--- config.mk ---
export PLATFORM = sky130hd
export DESIGN_NAME = wdpc_watchdog
export DESIGN_NICKNAME = d
export VERILOG_FILES = /design/src/design/wdpc_pkg.sv /design/src/design/wdpc_watchdog.sv
export VERILOG_INCLUDE_DIRS = /design/src /design/src/design
export SDC_FILE = /design/constraint.sdc
export NUM_CORES = 1
export LEC_CHECK = 0
export ABC_AREA = 1
export BUFFER_PORTS_ARGS = -buffer_cell sky130_fd_sc_hd__buf_2
export CORE_AREA = 2 2 85 87
export DETAILED_ROUTE_END_ITERATION = 16
export DIE_AREA = 0 0 87 89
export PLACE_DENSITY = 0.71
export SYNTH_ARGS = -nofsm -noshare
export SYNTH_HDL_FRONTEND = slang
export SYNTH_SLANG_ARGS = --single-unit
--- constraint.sdc ---
create_clock -name clk -period 2.04 [get_ports clk]
set_input_delay 0.408 -clock clk [delete_from_list [all_inputs] [get_ports clk]]
set_output_delay 0.408 -clock clk [all_outputs]
set_load 0.005 [all_outputs]
--- src/design/wdpc_consts.svh ---
/*
 * register offsets, field positions, reset values and timing counts of the
 * watchdog block. assumes nothing beyond a preprocessor.
 */
`ifndef WDPC_CONSTS_SVH
`define WDPC_CONSTS_SVH

// ==========================================================
// register indices (byte address is four times the index)
`define WDPC_IDX_RATIO      8'h09
`define WDPC_IDX_KEY_EDGE   8'h17
`define WDPC_IDX_CTRL       8'h18
`define WDPC_IDX_STATUS     8'h19
`define WDPC_IDX_IRQ_STAT   8'h1A
`define WDPC_IDX_IRQ_MASK   8'h1B

// ==========================================================
// field positions
`define WDPC_RATIO_LSB      0
`define WDPC_RATIO_MSB      2
`define WDPC_KEY_LSB        0
`define WDPC_KEY_MSB        3
`define WDPC_EDGE_LSB       6
`define WDPC_EDGE_MSB       7
`define WDPC_CTRL_CLKSEL    0
`define WDPC_STAT_TO        0
`define WDPC_STAT_PD        1
`define WDPC_STAT_ENA       2
`define WDPC_STAT_SLOW      3
`define WDPC_STAT_IDLE      4

// ==========================================================
// reset values and key codes
`define WDPC_RATIO_RST      3'h7
`define WDPC_KEY_RST        4'h0
`define WDPC_KEY_OFF        4'hA
`define WDPC_EDGE_RST       2'h2

// ==========================================================
// timing: fixed divider is 256 watchdog clocks (8 stages)
`define WDPC_FIX_STAGES     8
`define WDPC_IDIV           4

`endif

--- src/design/wdpc_pkg.sv ---
/*
 * types of the watchdog block.
 * assumes wdpc_consts.svh for numbers.
 */
package wdpc_pkg;
	typedef enum logic [1:0] {
		WDPC_SRC_WDOSC = 2'b00,
		WDPC_SRC_RTC   = 2'b01,
		WDPC_SRC_INSTR = 2'b10
	} wdpc_src_e;

	typedef enum logic [1:0] {
		WDPC_NORMAL = 2'b00,
		WDPC_SLOW   = 2'b01,
		WDPC_IDLE   = 2'b10
	} wdpc_mode_e;

	// cpu side strobes, all one-cycle pulses on clk
	typedef struct packed {
		logic clear_single;
		logic clear_first;
		logic clear_second;
		logic halt;
	} wdpc_cpu_s;

	// reset requests towards the core
	typedef struct packed {
		logic chip_reset;
		logic warm_reset;
	} wdpc_rst_s;
endpackage

--- src/design/wdpc_watchdog.sv ---
/*
 * watchdog with fixed divider, prescaler, clear schemes, key register,
 * edge select, clock mode control, flags, interrupt and wishbone slave.
 * assumes oscillator ticks arrive asynchronously and cpu strobes on clk.
 */
// Design decision made here: the Wishbone slave port.
// Notes on behaviour
// - watchdog clock by option: dedicated oscillator, 32768 Hz, or clk/4.
// - watchdog disabled by option makes counting, clears and resets no-ops; halt still sets power-down.
// - 32768 Hz tick usable only in internal rc plus rtc config.
// - fixed divide by 256 stage precedes prescaler.
// - prescaler select bits 2..0 give ratio two to the field.
// - overflow while running gives chip reset and sets time-out flag.
// - overflow while halted gives warm reset of pc and stack pointer only.
// - external reset low, clear sequence and halt clear counter and prescaler.
// - single clear option: every single clear instruction clears.
// - two-step option: clear only after both first and second instruction.
// - enabled if option or key enables; key 1010 disables.
// - edge select bits 7..6, reset 10: off, rise, fall, both.
// - clock mode bit picks rc (0) or 32768 Hz (1) in rtc config.
// - modes normal, slow and idle after halt.
// - dedicated oscillator keeps running in power-down unless option disables.
// - instruction clock source stops counting while halted.
// - power-down flag cleared by power-up or clear, set by halt.
`timescale 1ns/10ps
`default_nettype none
`include "wdpc_consts.svh"

module wdpc_watchdog #(
	parameter logic [1:0] WD_SRC_OPT  = 2'b00,
	parameter bit         WD_EN_OPT   = 1'b1,
	parameter bit         WD_DIS_OPT  = 1'b0,
	parameter bit         WDOSC_ON    = 1'b1,
	parameter bit         RTC_CONFIG  = 1'b1,
	parameter bit         TWO_CLEAR   = 1'b0
) (
	input  wire logic                clk,
	input  wire logic                rst_b,
	input  wire logic                ce,
	input  wire logic                wdosc_tick,
	input  wire logic                rtc_tick,
	input  wire logic                external_reset_pin_b,
	input  wire logic                ext_irq_pin,
	input  wire wdpc_pkg::wdpc_cpu_s cpu,
	input  wire logic                wake,
	input  wire logic                wb_cyc_i,
	input  wire logic                wb_stb_i,
	input  wire logic                wb_we_i,
	input  wire logic [7:0]          wb_adr_i,
	input  wire logic [3:0]          wb_sel_i,
	input  wire logic [31:0]         wb_dat_i,
	output logic [31:0]              wb_dat_o,
	output logic                     wb_ack_o,
	output wdpc_pkg::wdpc_rst_s      rst_req,
	output logic                     ext_irq_event,
	output logic                     rc_osc_run,
	output logic                     sysclk_source_sel,
	output wdpc_pkg::wdpc_mode_e     mode,
	output logic                     irq
);

	// ==========================================================
	// registers
	logic [2:0] prescale_ratio_sel;
	logic [3:0] watchdog_key_field;
	logic [1:0] ext_irq_edge_sel;
	logic       timeout_flag;
	logic       powerdown_flag;
	logic       halted;
	logic [1:0] irq_stat;
	logic [1:0] irq_mask;
	logic [1:0] first_seen;
	logic       ctrl_clksel;
	logic [14:0] wd_cnt;
	logic [1:0] idiv;
	logic       wd_ena;
	logic       wd_tick;
	logic       wd_clr;
	logic       overflow;
	logic [14:0] limit;
	logic [2:0] wd_sync;
	logic [2:0] rtc_sync;
	logic [2:0] pin_sync;
	logic [2:0] rst_sync;
	logic       wd_edge;
	logic       rtc_edge;
	logic       wd_osc_lvl;
	logic       rtc_lvl;
	logic       pin_lvl;
	logic       pin_prev;
	logic       ext_rst_lvl;
	logic       bus_req;
	logic       bus_wr;
	logic [31:0] next_rdata;

	// ==========================================================
	// pin synchronisers: three stages, change counted once stages 2 and 3 agree
	always_ff @(posedge clk)
	begin
		if (!rst_b)
		begin
			wd_sync  <= 3'h0;
			rtc_sync <= 3'h0;
			pin_sync <= 3'h7;
			rst_sync <= 3'h7;
		end
		else if (ce)
		begin
			wd_sync  <= {wd_sync[1:0], wdosc_tick};
			rtc_sync <= {rtc_sync[1:0], rtc_tick};
			pin_sync <= {pin_sync[1:0], ext_irq_pin};
			rst_sync <= {rst_sync[1:0], external_reset_pin_b};
		end
	end

	// filtered levels; a disagreeing pair holds the last level
	always_ff @(posedge clk)
	begin
		if (!rst_b)
		begin
			wd_osc_lvl  <= 1'b0;
			rtc_lvl     <= 1'b0;
			pin_lvl     <= 1'b1;
			pin_prev    <= 1'b1;
			ext_rst_lvl <= 1'b1;
		end
		else if (ce)
		begin
			if (wd_sync[2] == wd_sync[1])
				wd_osc_lvl <= wd_sync[2];
			if (rtc_sync[2] == rtc_sync[1])
				rtc_lvl <= rtc_sync[2];
			if (pin_sync[2] == pin_sync[1])
				pin_lvl <= pin_sync[2];
			if (rst_sync[2] == rst_sync[1])
				ext_rst_lvl <= rst_sync[2];
			pin_prev <= pin_lvl;
		end
	end

	assign wd_edge  = wd_sync[2] && wd_sync[1] && !wd_osc_lvl;
	assign rtc_edge = rtc_sync[2] && rtc_sync[1] && !rtc_lvl;

	// ==========================================================
	// external interrupt edge detect
	always_comb
	begin
		case (ext_irq_edge_sel)
			2'b01:   ext_irq_event = pin_lvl && !pin_prev;
			2'b10:   ext_irq_event = !pin_lvl && pin_prev;
			2'b11:   ext_irq_event = pin_lvl ^ pin_prev;
			default: ext_irq_event = 1'b0;
		endcase
	end

	// ==========================================================
	// enable and clock source
	// option or key may enable; stops when both say off or the disable option is set
	assign wd_ena = !WD_DIS_OPT && (WD_EN_OPT || (watchdog_key_field != `WDPC_KEY_OFF));

	// instruction clock is clk/4; it freezes with the core while halted
	always_ff @(posedge clk)
	begin
		if (!rst_b)
			idiv <= 2'h0;
		else if (ce && !halted)
			idiv <= idiv + 2'h1;
	end

	always_comb
	begin
		case (wdpc_pkg::wdpc_src_e'(WD_SRC_OPT))
			wdpc_pkg::WDPC_SRC_WDOSC: wd_tick = WDOSC_ON && wd_edge;
			wdpc_pkg::WDPC_SRC_RTC:   wd_tick = RTC_CONFIG && rtc_edge;
			wdpc_pkg::WDPC_SRC_INSTR: wd_tick = !halted && (idiv == 2'h3);
			default:                  wd_tick = 1'b0;
		endcase
	end

	// ==========================================================
	// clear sources
	assign wd_clr = !ext_rst_lvl || cpu.halt
		|| (!TWO_CLEAR && cpu.clear_single)
		|| (TWO_CLEAR && ((cpu.clear_second && first_seen[0]) || (cpu.clear_first && first_seen[1])));

	// bit0 first half seen, bit1 second half seen; a repeated half never completes the pair
	always_ff @(posedge clk)
	begin
		if (!rst_b)
			first_seen <= 2'h0;
		else if (ce && wd_ena)
		begin
			if (wd_clr)
				first_seen <= 2'h0;
			else if (cpu.clear_first || cpu.clear_second)
				first_seen <= first_seen | {cpu.clear_second, cpu.clear_first};
		end
	end

	// ==========================================================
	// counter: 8 fixed stages then prescaler, one counter for both
	assign limit    = 15'((16'h0100 << prescale_ratio_sel) - 16'h0001);
	assign overflow = wd_ena && wd_tick && !wd_clr && (wd_cnt >= limit);

	always_ff @(posedge clk)
	begin
		if (!rst_b)
			wd_cnt <= 15'h0000;
		else if (ce)
		begin
			if (wd_clr || overflow || !wd_ena)
				wd_cnt <= 15'h0000;
			else if (wd_tick)
				wd_cnt <= wd_cnt + 15'h0001;
		end
	end

	// reset requests to the core, one-cycle pulses
	always_ff @(posedge clk)
	begin
		if (!rst_b)
			rst_req <= '0;
		else if (ce)
		begin
			rst_req.chip_reset <= overflow && !halted;
			rst_req.warm_reset <= overflow && halted;
		end
	end

	// ==========================================================
	// halt and flags; a halted overflow (warm reset), wake or reset pin low ends idle mode
	always_ff @(posedge clk)
	begin
		if (!rst_b)
			halted <= 1'b0;
		else if (ce)
		begin
			if (cpu.halt && wd_ena)
				halted <= 1'b1;
			else if (cpu.halt)
				halted <= 1'b1;
			else if (overflow || wake || !ext_rst_lvl)
				halted <= 1'b0;
		end
	end

	always_ff @(posedge clk)
	begin
		if (!rst_b)
		begin
			timeout_flag   <= 1'b0;
			powerdown_flag <= 1'b0;
		end
		else if (ce)
		begin
			if (overflow)
				timeout_flag <= 1'b1;
			else if (cpu.halt || (wd_ena && wd_clr && ext_rst_lvl))
				timeout_flag <= 1'b0;
			if (cpu.halt)
				powerdown_flag <= 1'b1;
			else if (wd_ena && wd_clr && ext_rst_lvl)
				powerdown_flag <= 1'b0;
		end
	end

	// ==========================================================
	// clock mode outputs
	always_comb
	begin
		sysclk_source_sel = 1'b0;
		if (RTC_CONFIG)
			sysclk_source_sel = ctrl_clksel;
		if (halted)
			mode = wdpc_pkg::WDPC_IDLE;
		else if (sysclk_source_sel)
			mode = wdpc_pkg::WDPC_SLOW;
		else
			mode = wdpc_pkg::WDPC_NORMAL;
		rc_osc_run = (mode == wdpc_pkg::WDPC_NORMAL);
	end

	// ==========================================================
	// wishbone slave: ack one cycle after strobe, write lands on the edge that sees ack
	assign bus_req = wb_cyc_i && wb_stb_i && !wb_ack_o;
	assign bus_wr  = wb_cyc_i && wb_stb_i && wb_ack_o && wb_we_i && wb_sel_i[0];

	always_ff @(posedge clk)
	begin
		if (!rst_b)
		begin
			prescale_ratio_sel <= `WDPC_RATIO_RST;
			watchdog_key_field <= `WDPC_KEY_RST;
			ext_irq_edge_sel   <= `WDPC_EDGE_RST;
			ctrl_clksel        <= 1'b0;
			irq_mask           <= 2'h0;
		end
		else if (ce && bus_wr)
		begin
			case (wb_adr_i[7:2])
				6'(`WDPC_IDX_RATIO):
					prescale_ratio_sel <= wb_dat_i[`WDPC_RATIO_MSB:`WDPC_RATIO_LSB];
				6'(`WDPC_IDX_KEY_EDGE):
				begin
					watchdog_key_field <= wb_dat_i[`WDPC_KEY_MSB:`WDPC_KEY_LSB];
					ext_irq_edge_sel   <= wb_dat_i[`WDPC_EDGE_MSB:`WDPC_EDGE_LSB];
				end
				6'(`WDPC_IDX_CTRL):
					ctrl_clksel <= wb_dat_i[`WDPC_CTRL_CLKSEL];
				6'(`WDPC_IDX_IRQ_MASK):
					irq_mask <= wb_dat_i[1:0];
				default:
					irq_mask <= irq_mask;
			endcase
		end
	end

	// sticky events: bit0 chip time-out, bit1 warm reset; set beats clear
	always_ff @(posedge clk)
	begin
		if (!rst_b)
			irq_stat <= 2'h0;
		else if (ce)
		begin
			irq_stat <= (irq_stat & ~((bus_wr && wb_adr_i[7:2] == 6'(`WDPC_IDX_IRQ_STAT)) ? wb_dat_i[1:0] : 2'h0))
				| {rst_req.warm_reset, rst_req.chip_reset};
		end
	end

	always_ff @(posedge clk)
	begin
		if (!rst_b)
			irq <= 1'b0;
		else if (ce)
			irq <= |(irq_stat & irq_mask);
	end

	// read mux; unmapped addresses read zero and still ack
	always_comb
	begin
		next_rdata = 32'h0000_0000;
		case (wb_adr_i[7:2])
			6'(`WDPC_IDX_RATIO):    next_rdata[2:0] = prescale_ratio_sel;
			6'(`WDPC_IDX_KEY_EDGE): next_rdata[7:0] = {ext_irq_edge_sel, 2'b00, watchdog_key_field};
			6'(`WDPC_IDX_CTRL):     next_rdata[0] = ctrl_clksel;
			6'(`WDPC_IDX_STATUS):   next_rdata[4:0] = {halted, sysclk_source_sel, wd_ena, powerdown_flag, timeout_flag};
			6'(`WDPC_IDX_IRQ_STAT): next_rdata[1:0] = irq_stat;
			6'(`WDPC_IDX_IRQ_MASK): next_rdata[1:0] = irq_mask;
			default:                next_rdata = 32'h0000_0000;
		endcase
	end

	always_ff @(posedge clk)
	begin
		if (!rst_b)
		begin
			wb_ack_o <= 1'b0;
			wb_dat_o <= 32'h0000_0000;
		end
		else if (ce)
		begin
			wb_ack_o <= bus_req;
			if (bus_req)
				wb_dat_o <= next_rdata;
		end
	end

	// ==========================================================
	// checks
	a_tmo_sets_flag: assert property (@(posedge clk) disable iff (!rst_b)
		ce && overflow && !halted |=> rst_req.chip_reset && timeout_flag)
		else $error("chip time-out did not reset and flag");
	a_warm_only_halt: assert property (@(posedge clk) disable iff (!rst_b)
		rst_req.warm_reset |-> !rst_req.chip_reset && $past(halted))
		else $error("warm reset outside halt");
	a_clear_zeroes: assert property (@(posedge clk) disable iff (!rst_b)
		ce && wd_clr |=> wd_cnt == 15'h0000)
		else $error("clear did not zero counter");
	a_key_disables: assert property (@(posedge clk) disable iff (!rst_b)
		(!WD_EN_OPT && watchdog_key_field == `WDPC_KEY_OFF) |-> !wd_ena)
		else $error("key 1010 did not disable");
	a_disabled_idle: assert property (@(posedge clk) disable iff (!rst_b)
		ce && !wd_ena |=> wd_cnt == 15'h0000 && !rst_req.chip_reset)
		else $error("disabled watchdog counted");
	a_cnt_bounded: assert property (@(posedge clk) disable iff (!rst_b)
		$stable(prescale_ratio_sel) && $past(wd_cnt) <= $past(limit) |-> wd_cnt <= limit)
		else $error("counter passed limit");
	a_halt_sets_pd: assert property (@(posedge clk) disable iff (!rst_b)
		ce && cpu.halt |=> powerdown_flag && halted && !timeout_flag)
		else $error("halt did not set power-down");
	a_idle_rc_off: assert property (@(posedge clk) disable iff (!rst_b)
		halted |-> mode == wdpc_pkg::WDPC_IDLE && !rc_osc_run)
		else $error("idle mode wrong");
	a_edge_fall: assert property (@(posedge clk) disable iff (!rst_b)
		ext_irq_edge_sel == 2'b10 && pin_prev && !pin_lvl |-> ext_irq_event)
		else $error("falling edge missed");
	a_ack_one: assert property (@(posedge clk) disable iff (!rst_b)
		ce && wb_ack_o |=> !wb_ack_o)
		else $error("ack longer than one cycle");

endmodule

`default_nettype wire

Yosys cells after proc, flatten, opt, wreduce, memory -nomap -nowiden
Cells that the tools add are included.
{"block": "totals", "regBits": 57}
{"block": "classes", "add_sub_neg": 2, "magnitude_cmp": 1, "eq_ne": 12, "shifts": 1, "mux": 17, "n_bitwise": 5, "n_reduce_logical": 47}
{"operator": "$eq A6 B5 Y1 const B", "count": 5}
{"operator": "$mux W15", "count": 2}
{"operator": "$reduce_and A2 Y1", "count": 12}
{"operator": "$logic_and A1 B1 Y1", "count": 16}
{"operator": "$add A15 B1 Y15 const B", "count": 1}
{"operator": "$ge A15 B15 Y1", "count": 1}
{"operator": "$shl A9 B3 Y15 const A", "count": 1}
{"operator": "$sub A15 B1 Y15 const B", "count": 1}
{"operator": "$reduce_bool A2 Y1", "count": 4}
{"operator": "$logic_not A1 Y1", "count": 7}
{"operator": "$mux W1", "count": 7}
{"operator": "$eq A6 B4 Y1 const B", "count": 1}
{"operator": "$logic_or A1 B1 Y1", "count": 6}
{"operator": "$pmux W1 S3", "count": 2}
{"operator": "$pmux W1 S6", "count": 1}
{"operator": "$pmux W1 S5", "count": 1}
{"operator": "$and A2 B2 Y2", "count": 2}
{"operator": "$eq A2 B2 Y1 const B", "count": 2}
{"operator": "$mux W2", "count": 2}
{"operator": "$pmux W2 S2", "count": 1}
{"operator": "$eq A1 B1 Y1", "count": 3}
{"operator": "$mux W3", "count": 1}
{"operator": "$eq A2 B1 Y1 const B", "count": 1}
{"operator": "$logic_not A2 Y1", "count": 1}
{"operator": "4 further kinds", "count": 4}

Depth between registers and ports, before layout
Gate-level depths: netlist of run 1.
{"block": "logic_depth", "word_depth": 10, "depth_mapped": 15, "depth_no_buf": 13}

Worst setup path after synthesis of run 1
OpenSTA, ideal clock, no wires.
{"block": "synth_path", "path_kind": "reg2reg", "from": "reg prescale_ratio_sel[1]", "to": "reg wd_cnt[7]", "setup_ps": 117, "arrival_ps": 1713, "t_required_ps": 1923, "path_slack_ps": 210, "stages_incl_launch_ff": 14, "path_buffers": 2, "period_less_slack_ps": 1830, "cell_sequence": "dfxtp_1 > clkbuf_1 > nand3_1 > ha_1 > nand2_1 > nor3_1 > nand3_1 > nand2_1 > nand2_1 > nand2_1 > nand2_2 > nand2_4 > buf_12 > nor2_2"}
{"block": "synth_via", "elab_chain_cells": 7}
{"element": "from (decl)", "line": "wdpc_watchdog.sv:64", "source": "logic [2:0] prescale_ratio_sel;"}
{"element": "from (signal assigned)", "line": "wdpc_watchdog.sv:292", "source": "prescale_ratio_sel <= `WDPC_RATIO_RST;"}
{"element": "from (signal assigned)", "line": "wdpc_watchdog.sv:302", "source": "prescale_ratio_sel <= wb_dat_i[`WDPC_RATIO_MSB:`WDPC_RATIO_LSB];"}
{"element": "$shl A9 B3 Y15 *", "line": "wdpc_watchdog.sv:202", "source": "assign limit = 15'((16'h0100 << prescale_ratio_sel) - 16'h0001);"}
{"element": "$sub A15 B1 Y15 *", "line": "wdpc_watchdog.sv:202"}
{"element": "$ge A15 B15 Y1 *", "line": "wdpc_watchdog.sv:203", "source": "assign overflow = wd_ena && wd_tick && !wd_clr && (wd_cnt >= limit);"}
{"element": "$logic_and A1 B1 Y1 *", "line": "wdpc_watchdog.sv:203"}
{"element": "$logic_or A1 B1 Y1 *", "line": "wdpc_watchdog.sv:211", "source": "if (wd_clr || overflow || !wd_ena)"}
{"element": "$reduce_bool A2 Y1 (no line)"}
{"element": "$reduce_and A2 Y1 (no line)"}
{"element": "to (signal assigned)", "line": "wdpc_watchdog.sv:214", "source": "wd_cnt <= wd_cnt + 15'h0001;"}
{"element": "to (decl)", "line": "wdpc_watchdog.sv:74", "source": "logic [14:0] wd_cnt;"}
Every way passes the cells marked *; elsewhere a longest branch is shown, timed or not.
A chain may end at the register's enable or synchronous reset.

Worst setup path after layout of run 1
{"block": "layout_path", "from": "reg pin_lvl", "to": "out ext_irq_event"}
{"block": "layout_via", "elab_chain_cells": 3}
{"element": "from (decl)", "line": "wdpc_watchdog.sv:89", "source": "logic pin_lvl;"}
{"element": "from (signal assigned)", "line": "wdpc_watchdog.sv:134", "source": "pin_lvl <= pin_sync[2];"}
{"element": "$logic_not A1 Y1", "line": "wdpc_watchdog.sv:150", "source": "2'b10: ext_irq_event = !pin_lvl && pin_prev;"}
{"element": "$logic_and A1 B1 Y1", "line": "wdpc_watchdog.sv:150"}
{"element": "$pmux W1 S3 *", "line": "wdpc_watchdog.sv:148", "source": "case (ext_irq_edge_sel)"}
{"element": "to (decl)", "line": "wdpc_watchdog.sv:55", "source": "output logic ext_irq_event,"}
Marks and branches as above.

==> impl_metrics.env, run 1 <==
export IMPL_port_buffer_count=40
export IMPL_root_buffer="clkbuf_8"
export IMPL_syn_cell_area_mm2=0.00300
export IMPL_grt_ovfl_total=0
export IMPL_start_kind="register"
export IMPL_finalSetupTns_ns=0
export IMPL_num_vias=2625
export IMPL_antenna_found_initial=0
export IMPL_grt_pass1_wl_um=9750
export IMPL_fin_crit_ns=1.88
export IMPL_ir_drop_uv=375
export IMPL_clk_pin_slew_ns=0.11
export IMPL_yosysSeqAreaShare_pct=37.3
export IMPL_synth_edf_count=0
export IMPL_synth_cell_types=33
export IMPL_avgSynthCellArea_um2=7.18
export IMPL_grt_pass1_vias=2247
export IMPL_layout_setup_ws_ns=0.163
export IMPL_worstPathCellList="inv_1 > ha_1 > a21oi_1 > o21ai_0 > nand2_1 > buf_2"
export IMPL_synth_top_cells_by_area="dfxtp_1 (37%), nand2_1 (11%), buf_4 (6.5%), nand3_1 (5.7%), inv_1 (5.5%)"
export IMPL_critical_path_class="register to output pin"
export IMPL_synthArstFlopShare_pct=0
export IMPL_hold_viol_final=0
export IMPL_vias_per_cell=4.87
export IMPL_drive_above_1_share_pct=18.5
export IMPL_htreeDepth=2
export IMPL_cp_max_fo=5
export IMPL_core_area_mm2=0.00672
export IMPL_crit_required_ns=1.63
export IMPL_max_stage_delay_ns=0.42
export IMPL_arrival_ns=1.47
export IMPL_fp_row_count=30
export IMPL_track_usage_pct=15.7
export IMPL_wl_per_cell_um=11.2
export IMPL_worst_skew_pair_late_latency_ns=0.31
export IMPL_synthCells=418
export IMPL_endpoint_kind="output pin"
export IMPL_cts_buffers=5
export IMPL_skew_ns=0.00907
export IMPL_fmax_ghz=0.533
export IMPL_io_pins=100
export IMPL_leakage_nw=1.58
export IMPL_synth_flop_cell="dfxtp_1"
export IMPL_antennaDiodeCount=0
export IMPL_yosys_warnings=0
export IMPL_grt_max_degree=23
export IMPL_dieArea_mm2=0.00774
export IMPL_setup_viol=0
export IMPL_syn2layout_area_growth_pct=9.25
export IMPL_yosysMostFrequentCell="nand2_1"
export IMPL_power_density_mw_per_mm2=593
export IMPL_drt_total_wl_um=6030
export IMPL_nFillCells=672
export IMPL_critPathSlowestCell="dfxtp_1"
export IMPL_pre_cts_ws_ns=0.0548
export IMPL_synth_top_cell_by_area="dfxtp_1"
export IMPL_hold_class="input port to register"
export IMPL_fin_nets=528
export IMPL_cp_num_buf_inv=2
export IMPL_initial_core_util_pct=44.7
export IMPL_ys_ff_latch=56
export IMPL_run_status="completed"
export IMPL_firstDrtPassIters=5
export IMPL_cts_tree="built"
export IMPL_rsz0062_at_grt="false"
export IMPL_remaining_drc_errors=0
export IMPL_cap_viol_max_count=0
export IMPL_drtIter0Drc=142
export IMPL_finalCritPeriodShare_pct=92.0
export IMPL_cp_top_family="flip-flops"
export IMPL_synth_top_area_share_pct=37.3
export IMPL_ant_nets=0
export IMPL_yosys_top_cells_count="nand2_1 (88), dfxtp_1 (56), inv_1 (44)"
export IMPL_clock_path_buffers=2
export IMPL_final_max_slew_viol_count=0
export IMPL_die_h_um=89
export IMPL_cts_sinks=56
export IMPL_dp_hpwl_um=4690
export IMPL_globalplace_congestion=0.979
export IMPL_die_w_um=87
logic make-up (layout without fill, tap and decap cells):
family | count (synthesis) | after routing | share of synthesized area, %
AO/OA/AOI/OAI | 64 | 64 | 11.6
XOR/XNOR | 6 | 6 | 1.75
adder cells (fa/ha/maj) | 11 | 11 | 4.58
buffers and inverters | 82 | 99 | 14.2
flip-flops | 56 | 56 | 37.3
other | 1 | 25 | 0.125
AND/OR/NAND/NOR | 198 | 198 | 30.4
sequential cells by signal (all words and copies together) (netlist names):
name,count
halted,1
ext_rst_lvl,1
timeout_flag,1
pin_lvl,1
prescale_ratio_sel,3
wd_sync,3
watchdog_key_field,4
irq_stat,2
wb_ack_o,1
wd_osc_lvl,1
sysclk_source_sel,1
ext_irq_edge_sel,2
pin_prev,1
rst_req,2
rst_sync,3
wd_cnt,15
powerdown_flag,1
pin_sync,3
wb_dat_o,7
irq,1
irq_mask,2
area by class of cell:
type / count / area, µm² / area share [%]
tap: 80 / 100 / 3.05
clock buffer: 5 / 68.8 / 2.10
sequential: 56 / 1130 / 34.4
timing repair buffer: 45 / 238 / 7.25
inverter: 46 / 173 / 5.26
multi-input combinational: 304 / 1550 / 47.1
clock inverter: 3 / 25.0 / 0.763
placed cells by master (no fill, tap or decap), types with 3 or more instances in the layout:
master,count
nor2_1,37
nand2_1,88
dfxtp_1,53
xor2_1,3
nor2_2,14
buf_2,40
nand2_2,4
xnor2_1,3
a21oi_1,26
o31ai_1,3
buf_4,5
o211ai_1,4
nand3_1,34
inv_1,44
conb_1,25
nor3_1,6
nand4_1,4
o21ai_0,26
ha_1,11
clkbuf_8,5
nor3_2,3
final timing paths:
path / start / end / slack [ns] / cells past startpoint
worst max-delay path: pin_lvl$_SDFFE_PN1P_ / ext_irq_event / 0.16 / 6
worst min-delay path: external_reset_pin_b / rst_sync[0]$_SDFFE_PN1P_ / 0.30 / 3
worst max register to register: prescale_ratio_sel[2]$_SDFFE_PN1P_ / wd_cnt[12]$_SDFFE_PN0P_ / 0.19 / 11
worst min register to register: watchdog_key_field[0]$_SDFFE_PN0P_ / watchdog_key_field[0]$_SDFFE_PN0P_ / 0.45 / 2
power by group:
group / switching (W) / internal [W] / total, W
clock network: 0.000380 / 0.000251 / 0.000631
logic: 0.000117 / 0.0000638 / 0.000181
registers: 0.0000181 / 0.00112 / 0.00113
total: 0.000515 / 0.00143 / 0.00195
metal layers:
| layer | track usage [%] | vias up | share of wire [%] |
|---|---|---|---|
| li1 | - | 1382 | - |
| met2 | 26.4 | 52 | 49 |
| met1 | 20.4 | 1187 | 46 |
| met4 | 4.40 | 0 | 0.90 |
| met3 | 3.51 | 4 | 4.0 |
| met5 | 0 | - | 0 |
worst reg2reg max path: stages, from the launching register on:
cell     delay, ns
dfxtp_4       0.40
nand3_1       0.09
ha_1          0.30
nand2_1       0.09
nor3_1        0.20
nand3_1       0.09
nand2_1       0.10
nand2_1       0.07
nand2_1       0.07
nand2_2       0.07
nand2_4       0.19
nor2_1        0.09
per-stage QoR:
stage / hold slack [ns] / utilization [%] / area, µm² / std cells / power [W]
after floorplan: 0.425 / - / 3090 / 442 / 0.00132
after global placement: 0.434 / 47.3 / 3180 / 531 / 0.00134
after detailed placement: 0.442 / 47.3 / 3180 / 531 / 0.00134
after CTS: 0.294 / 48.7 / 3270 / 539 / 0.00198
after global routing: 0.297 / 48.8 / 3280 / 539 / 0.00203
final: 0.303 / 48.8 / 3280 / 539 / 0.00195
repair_timing:
action | 4_1_cts | 5_1_grt
resized for setup | 0 | 5
hold buffers | 0 | 0
setup buffers | 0 | 0
setup endpoints to repair | 0 | 15
No activity file was read; power rests on OpenSTA's default activity.
==> run 2, diff against run 1 <==
Settings changed: BUFFER_PORTS_ARGS -buffer_cell sky130_fd_sc_hd__buf_2 to default, DONT_BUFFER_PORTS from default to 1, PLACE_DENSITY 0.71 to default.
==> run 2 against run 1 <==
Clock skew is 0.00086 ns lower; cell count is 8.0% lower; critical endpoint is now wd_cnt[1]$_SDFFE_PN0P_; highest routed layer unchanged; setup slack better by 0.077 ns; sequential power hardly changed; register-to-register slack better by 0.05 ns; clock power is 17% higher; first-iteration DRC count is 29% lower; critical path type is now register to register; maximum frequency is 4.3% higher; flip-flop and latch count stayed put.
==> impl_metrics.env, run 2 (synthesized netlist as in run 1, its figures left out) <==
export IMPL_fmax_ghz=0.555
export IMPL_cts_tree="built"
export IMPL_crit_required_ns=2.24
export IMPL_max_stage_delay_ns=0.39
export IMPL_layout_commonest_cell="nand2_1"
export IMPL_min_delay_start="rst_b"
export IMPL_vias_per_cell=4.98
export IMPL_drt_total_wl_um=6070
export IMPL_dp_cells=488
export IMPL_switching_share_pct=23.5
export IMPL_clk_pin_slew_ns=0.10
export IMPL_dp_hpwl_um=4570
export IMPL_most_common_layout_cells="nand2_1 (88), dfxtp_1 (53), inv_1 (44), nor2_1 (37), nand3_1 (34)"
export IMPL_fin_crit_ns=1.80
export IMPL_antenna_found_initial=0
export IMPL_cts_buffers=5
export IMPL_p_int_w=0.00153
export IMPL_num_vias=2469
export IMPL_endpoint_kind="register"
export IMPL_grt_ovfl_total=0
export IMPL_syn2layout_area_growth_pct=2.71
export IMPL_skew_ns=0.00821
export IMPL_leakage_nw=1.39
export IMPL_hold_depth=1
export IMPL_power_density_mw_per_mm2=647
export IMPL_grt_pass1_vias=2206
export IMPL_top_regs="wd_cnt: 15 flops, wb_dat_o: 7 flops, watchdog_key_field: 4 flops"
export IMPL_antennaDiodeCount=0
export IMPL_grt_pass1_wl_um=9990
export IMPL_startpoint="prescale_ratio_sel[0]$_SDFFE_PN1P_"
export IMPL_remaining_drc_errors=0
export IMPL_track_usage_pct=16.3
export IMPL_drive_above_1_share_pct=9.86
export IMPL_reg2reg_slack_ns=0.24
export IMPL_cp_num_buf_inv=0
export IMPL_htreeDepth=2
export IMPL_post_cts_setup_buffer_count=0
export IMPL_core_area_mm2=0.00672
export IMPL_min_to="prescale_ratio_sel[0]$_SDFFE_PN1P_"
export IMPL_ant_nets=0
export IMPL_nFillCells=686
export IMPL_finalCritPeriodShare_pct=88.3
export IMPL_cap_viol_max_count=0
export IMPL_hold_class="input port to register"
export IMPL_port_buffer_count=0
export IMPL_largest_register_ffs=15
export IMPL_cp_top_family="simple AND/OR/NAND/NOR gates"
export IMPL_tightest_slew_ns=0.575
export IMPL_drtIter0Drc=101
export IMPL_cp_max_fo=13
export IMPL_share_comb_of_total_power_pct=6.1
export IMPL_cts_sinks=56
export IMPL_setup_viol=0
export IMPL_multi_input_area_mm2=0.00156
export IMPL_clock_path_buffers=2
export IMPL_fin_cells=496
export IMPL_critPathSlowestCell="dfxtp_2"
export IMPL_critical_path_class="register to register"
export IMPL_final_max_slew_viol_count=0
export IMPL_p_seq_share_pct=56.9
export IMPL_wl_per_cell_um=12.2
export IMPL_dieArea_mm2=0.00774
export IMPL_rsz0062_at_grt="false"
export IMPL_start_kind="register"
export IMPL_die_w_um=87
export IMPL_r2r_end="wd_cnt[1]$_SDFFE_PN0P_"
export IMPL_worstPathCellList="nand3_1 > ha_1 > nand2_1 > nor3_1 > nand3_1 > nand2_1 > nand2_1 > nand2_1 > nand2_2 > nand2_8 > nor2_1"
export IMPL_reg2reg_depth=11
export IMPL_power_frac_clock_pct=36.9
export IMPL_crit_cells=11
export IMPL_root_buffer="clkbuf_8"
export IMPL_fin_nets=485
export IMPL_finish_utilization_pct=45.9
export IMPL_finalSetupTns_ns=0
export IMPL_p_sw_w=0.000469
export IMPL_reg2reg_from="prescale_ratio_sel[0]$_SDFFE_PN1P_"
export IMPL_arrival_ns=2.00
export IMPL_globalplace_congestion=0.774
export IMPL_fp_row_count=30
export IMPL_initial_core_util_pct=44.7
export IMPL_ir_drop_uv=382
export IMPL_worst_skew_pair_late_latency_ns=0.31
export IMPL_hold_viol_final=0
export IMPL_seqCellArea_mm2=0.00113
export IMPL_firstDrtPassIters=4
export IMPL_run_status="completed"
export IMPL_cp_common_cell="nand2_1"
export IMPL_relSlewSlack_pct=61.4
export IMPL_io_pins=100
export IMPL_grt_max_degree=33
export IMPL_die_h_um=89
export IMPL_top_register="wd_cnt"
## run 2: cell count changes in the layout (fill, tap and decap cells not counted), sizes merged
cell | before | now
bufinv | 0 | 1
clkinvlp | 1 | 0
buf | 45 | 2
inv | 48 | 47
clkbuf | 5 | 6
## run 2: layout make-up
type | instances | area share (%)
timing repair buffer | 2 | 0.487
tap | 80 | 3.25
sequential | 56 | 36.6
inverter | 46 | 5.60
clock inverter | 2 | 1.26
multi-input combinational | 304 | 50.4
clock buffer | 6 | 2.35
## run 2: per-layer routing
layer,vias up,GRT usage (%),share of wire (%)
li1,1296,-,-
met1,1128,21.4,48
met2,43,26.4,46
met3,2,5.26,5.9
met4,0,3.41,0.31
met5,-,0,0
## run 2: power groups by stage
stage	clock network [W]	registers, W	logic [W]
detailed placement	0	0.00117	0.000120
CTS	0.000759	0.00114	0.000121
global placement	0	0.00117	0.000117
finish	0.000738	0.00114	0.000122
global route	0.000798	0.00114	0.000145
floorplan	0	0.00116	0.000157
## run 2: how the worst max path moves through the flow
stage / to / slack (ns)
after floorplan: wd_cnt[7]$_SDFFE_PN0P_ / 0.21
after global placement: wd_cnt[14]$_SDFFE_PN0P_ / 0.12
after detailed placement: wd_cnt[14]$_SDFFE_PN0P_ / 0.06
after CTS: wd_cnt[1]$_SDFFE_PN0P_ / 0.02
after global routing: wd_cnt[1]$_SDFFE_PN0P_ / 0.02
final: wd_cnt[1]$_SDFFE_PN0P_ / 0.24
## run 2: stage by stage
stage | total power (W) | hold WS [ns] | area [µm²] | worst slack [ns]
after CTS | 0.00202 | 0.173 | 3070 | 0.0249
after floorplan | 0.00132 | 0.425 | 3090 | 0.210
after global placement | 0.00128 | 0.433 | 2960 | 0.125
final | 0.00200 | 0.192 | 3080 | 0.239
after detailed placement | 0.00129 | 0.438 | 2960 | 0.0645
after global routing | 0.00209 | 0.165 | 3080 | 0.0185
## run 2: repair_timing
item	in CTS	in global routing
endpoints found under the setup margin	0	16
hold buffers	0	0
gates resized for setup	0	7
==> run 3, diff against run 2 <==
Clock period 2.04 ns to 1.4 ns, I/O delays scaled along.
==> run 3 against run 2 <==
The run now ends with setup timing left; sequential power up 46%; total power up 41%; flip-flop and latch count stayed put; setup slack got worse by 0.61 ns; non-clock buffer count increased by 33; combinational power up 84%; global-route usage up 1.7 points; critical path type unchanged; largest power group unchanged; highest routed layer unchanged.
==> impl_metrics.env, run 3 (synthesized netlist as in run 1, its figures left out) <==
export IMPL_run_status="complete, but fails checks"
export IMPL_violations="setup timing"
export IMPL_crit_required_ns=1.62
export IMPL_reg2reg_slack_ns=-0.37
export IMPL_finalCritPeriodShare_pct=127
export IMPL_fin_nets=519
export IMPL_critical_path_class="register to register"
export IMPL_busiest_layer="met2"
export IMPL_pre_cts_ws_ns=-0.535
export IMPL_largest_register_ffs=15
export IMPL_power_density_mw_per_mm2=805
export IMPL_fin_crit_ns=1.77
export IMPL_cp_num_buf_inv=0
export IMPL_antenna_found_initial=0
export IMPL_hold_slack_ns=0.0667
export IMPL_grt_pass1_wl_um=11100
export IMPL_hold_class="input port to register"
export IMPL_finalSetupTns_ns=-6.31
export IMPL_grt_ovfl_total=0
export IMPL_cp_common_cell="nand2_2"
export IMPL_r2r_end="wd_cnt[4]$_SDFFE_PN0P_"
export IMPL_max_stage_delay_ns=0.40
export IMPL_cts_buffers=5
export IMPL_top_register="wd_cnt"
export IMPL_drive_above_1_share_pct=23.3
export IMPL_num_vias=2643
export IMPL_met1_usage_pct=24.3
export IMPL_cp_top_family="simple AND/OR/NAND/NOR gates"
export IMPL_layout_setup_ws_ns=-0.372
export IMPL_arrival_ns=1.99
export IMPL_die_w_um=87
export IMPL_syn2layout_area_growth_pct=16.2
export IMPL_ir_drop_uv=639
export IMPL_remaining_drc_errors=0
export IMPL_hold_viol_final=0
export IMPL_leakage_nw=1.59
export IMPL_clock_path_buffers=2
export IMPL_cts_sinks=56
export IMPL_setup_viol=20
export IMPL_ant_nets=0
export IMPL_start_kind="register"
export IMPL_top_regs="wd_cnt: 15 flops, wb_dat_o: 7 flops, watchdog_key_field: 4 flops"
export IMPL_port_buffer_count=0
export IMPL_skew_ns=0.00815
export IMPL_cp_max_fo=7
export IMPL_crit_cells=11
export IMPL_grt_max_degree=34
export IMPL_die_h_um=89
export IMPL_dp_hpwl_um=4950
export IMPL_critPathSlowestCell="dfxtp_2"
export IMPL_htreeDepth=2
export IMPL_worst_skew_pair_late_latency_ns=0.32
export IMPL_drtIter0Drc=148
export IMPL_io_pins=100
export IMPL_globalplace_congestion=0.843
export IMPL_vias_per_cell=4.99
export IMPL_timing_critical_path_to="wd_cnt[4]$_SDFFE_PN0P_"
export IMPL_drt_total_wl_um=6700
export IMPL_finish_utilization_pct=51.9
export IMPL_most_common_layout_cells="nand2_1 (83), dfxtp_1 (51), inv_1 (41), buf_4 (34), nor2_1 (33)"
export IMPL_startpoint="prescale_ratio_sel[0]$_SDFFE_PN1P_"
export IMPL_grt_util_met2_pct=28.4
export IMPL_layout_commonest_cell="nand2_1"
export IMPL_fmax_ghz=0.564
export IMPL_final_max_slew_viol_count=0
export IMPL_clk_pin_slew_ns=0.11
export IMPL_wl_per_cell_um=12.6
export IMPL_cap_viol_max_count=0
export IMPL_endpoint_kind="register"
export IMPL_fp_row_count=30
export IMPL_initial_core_util_pct=44.7
export IMPL_track_usage_pct=18.0
export IMPL_grtUsageMet3_pct=4.71
export IMPL_reg2reg_from="prescale_ratio_sel[0]$_SDFFE_PN1P_"
export IMPL_dieArea_mm2=0.00774
export IMPL_cts_tree="built"
export IMPL_grt_pass1_vias=2348
export IMPL_antennaDiodeCount=0
export IMPL_worstPathCellList="o21ai_2 > ha_1 > nand2_2 > nor3_4 > nand3_2 > nand2_2 > nand2_2 > nand2_2 > nand2_4 > nand2_8 > nor2_2"
export IMPL_rsz0062_at_grt="true"
export IMPL_root_buffer="clkbuf_8"
export IMPL_firstDrtPassIters=5
export IMPL_core_area_mm2=0.00672
export IMPL_p_total_w=0.00281
export IMPL_reg2reg_depth=11
## run 3: cell count changes in the layout (fill, tap and decap cells not counted), sizes merged
cell / before / now
clkbuf: 6 / 5
clkinvlp: 0 / 1
clkinv: 0 / 1
buf: 2 / 35
bufinv: 1 / 0
nand2: 93 / 94
## run 3: timing repair
item	in CTS	in global routing
hold buffers	0	0
buffers inserted	1	0
gates resized for setup	26	19
setup endpoints to repair	20	24
cloned	1	0
pin swaps	9	13
hold endpoints to repair	0	0
## run 3: power breakdown
part           internal (W)  leakage [nW]  switching (W)
combinational     0.0000821          1.09       0.000142
sequential          0.00163         0.454      0.0000291
clock              0.000357        0.0445       0.000570
total               0.00207          1.59       0.000742
## run 3: worst min path at each step
stage / end / start / slack (ns) / depth (start not counted)
2_1_floorplan: prescale_ratio_sel[0]$_SDFFE_PN1P_ / wb_dat_i[0] / 0.39 / 2
3_3_place_gp: rst_sync[1]$_SDFFE_PN1P_ / rst_b / 0.37 / 1
3_5_place_dp: rst_sync[1]$_SDFFE_PN1P_ / rst_b / 0.38 / 1
4_1_cts: rst_sync[1]$_SDFFE_PN1P_ / rst_b / 0.04 / 1
5_1_grt: rst_sync[1]$_SDFFE_PN1P_ / rst_b / 0.03 / 1
6_report: rst_sync[1]$_SDFFE_PN1P_ / rst_b / 0.07 / 1
## run 3: stage by stage
| stage | instance area [µm²] | std cells |
|---|---|---|
| after global placement | 3200 | 520 |
| after detailed placement | 3200 | 520 |
| after floorplan | 3110 | 442 |
| after CTS | 3400 | 530 |
| after global routing | 3490 | 530 |
| final | 3490 | 530 |
## run 3: routing by layer
| layer | up-vias | routed length (µm) |
|---|---|---|
| met5 | - | 0 |
| met4 | 0 | 108 |
| met3 | 9 | 374 |
| met2 | 60 | 3120 |
| met1 | 1206 | 3100 |
| li1 | 1368 | - |
## run 3: area by class of cell
class | instances | area (µm²)
fill | 664 | 3230
clock inverter | 3 | 21.3
timing repair buffer | 35 | 267
sequential | 56 | 1130
multi-input combinational | 305 | 1730
clock buffer | 5 | 68.8
tap | 80 | 100
inverter | 46 | 173
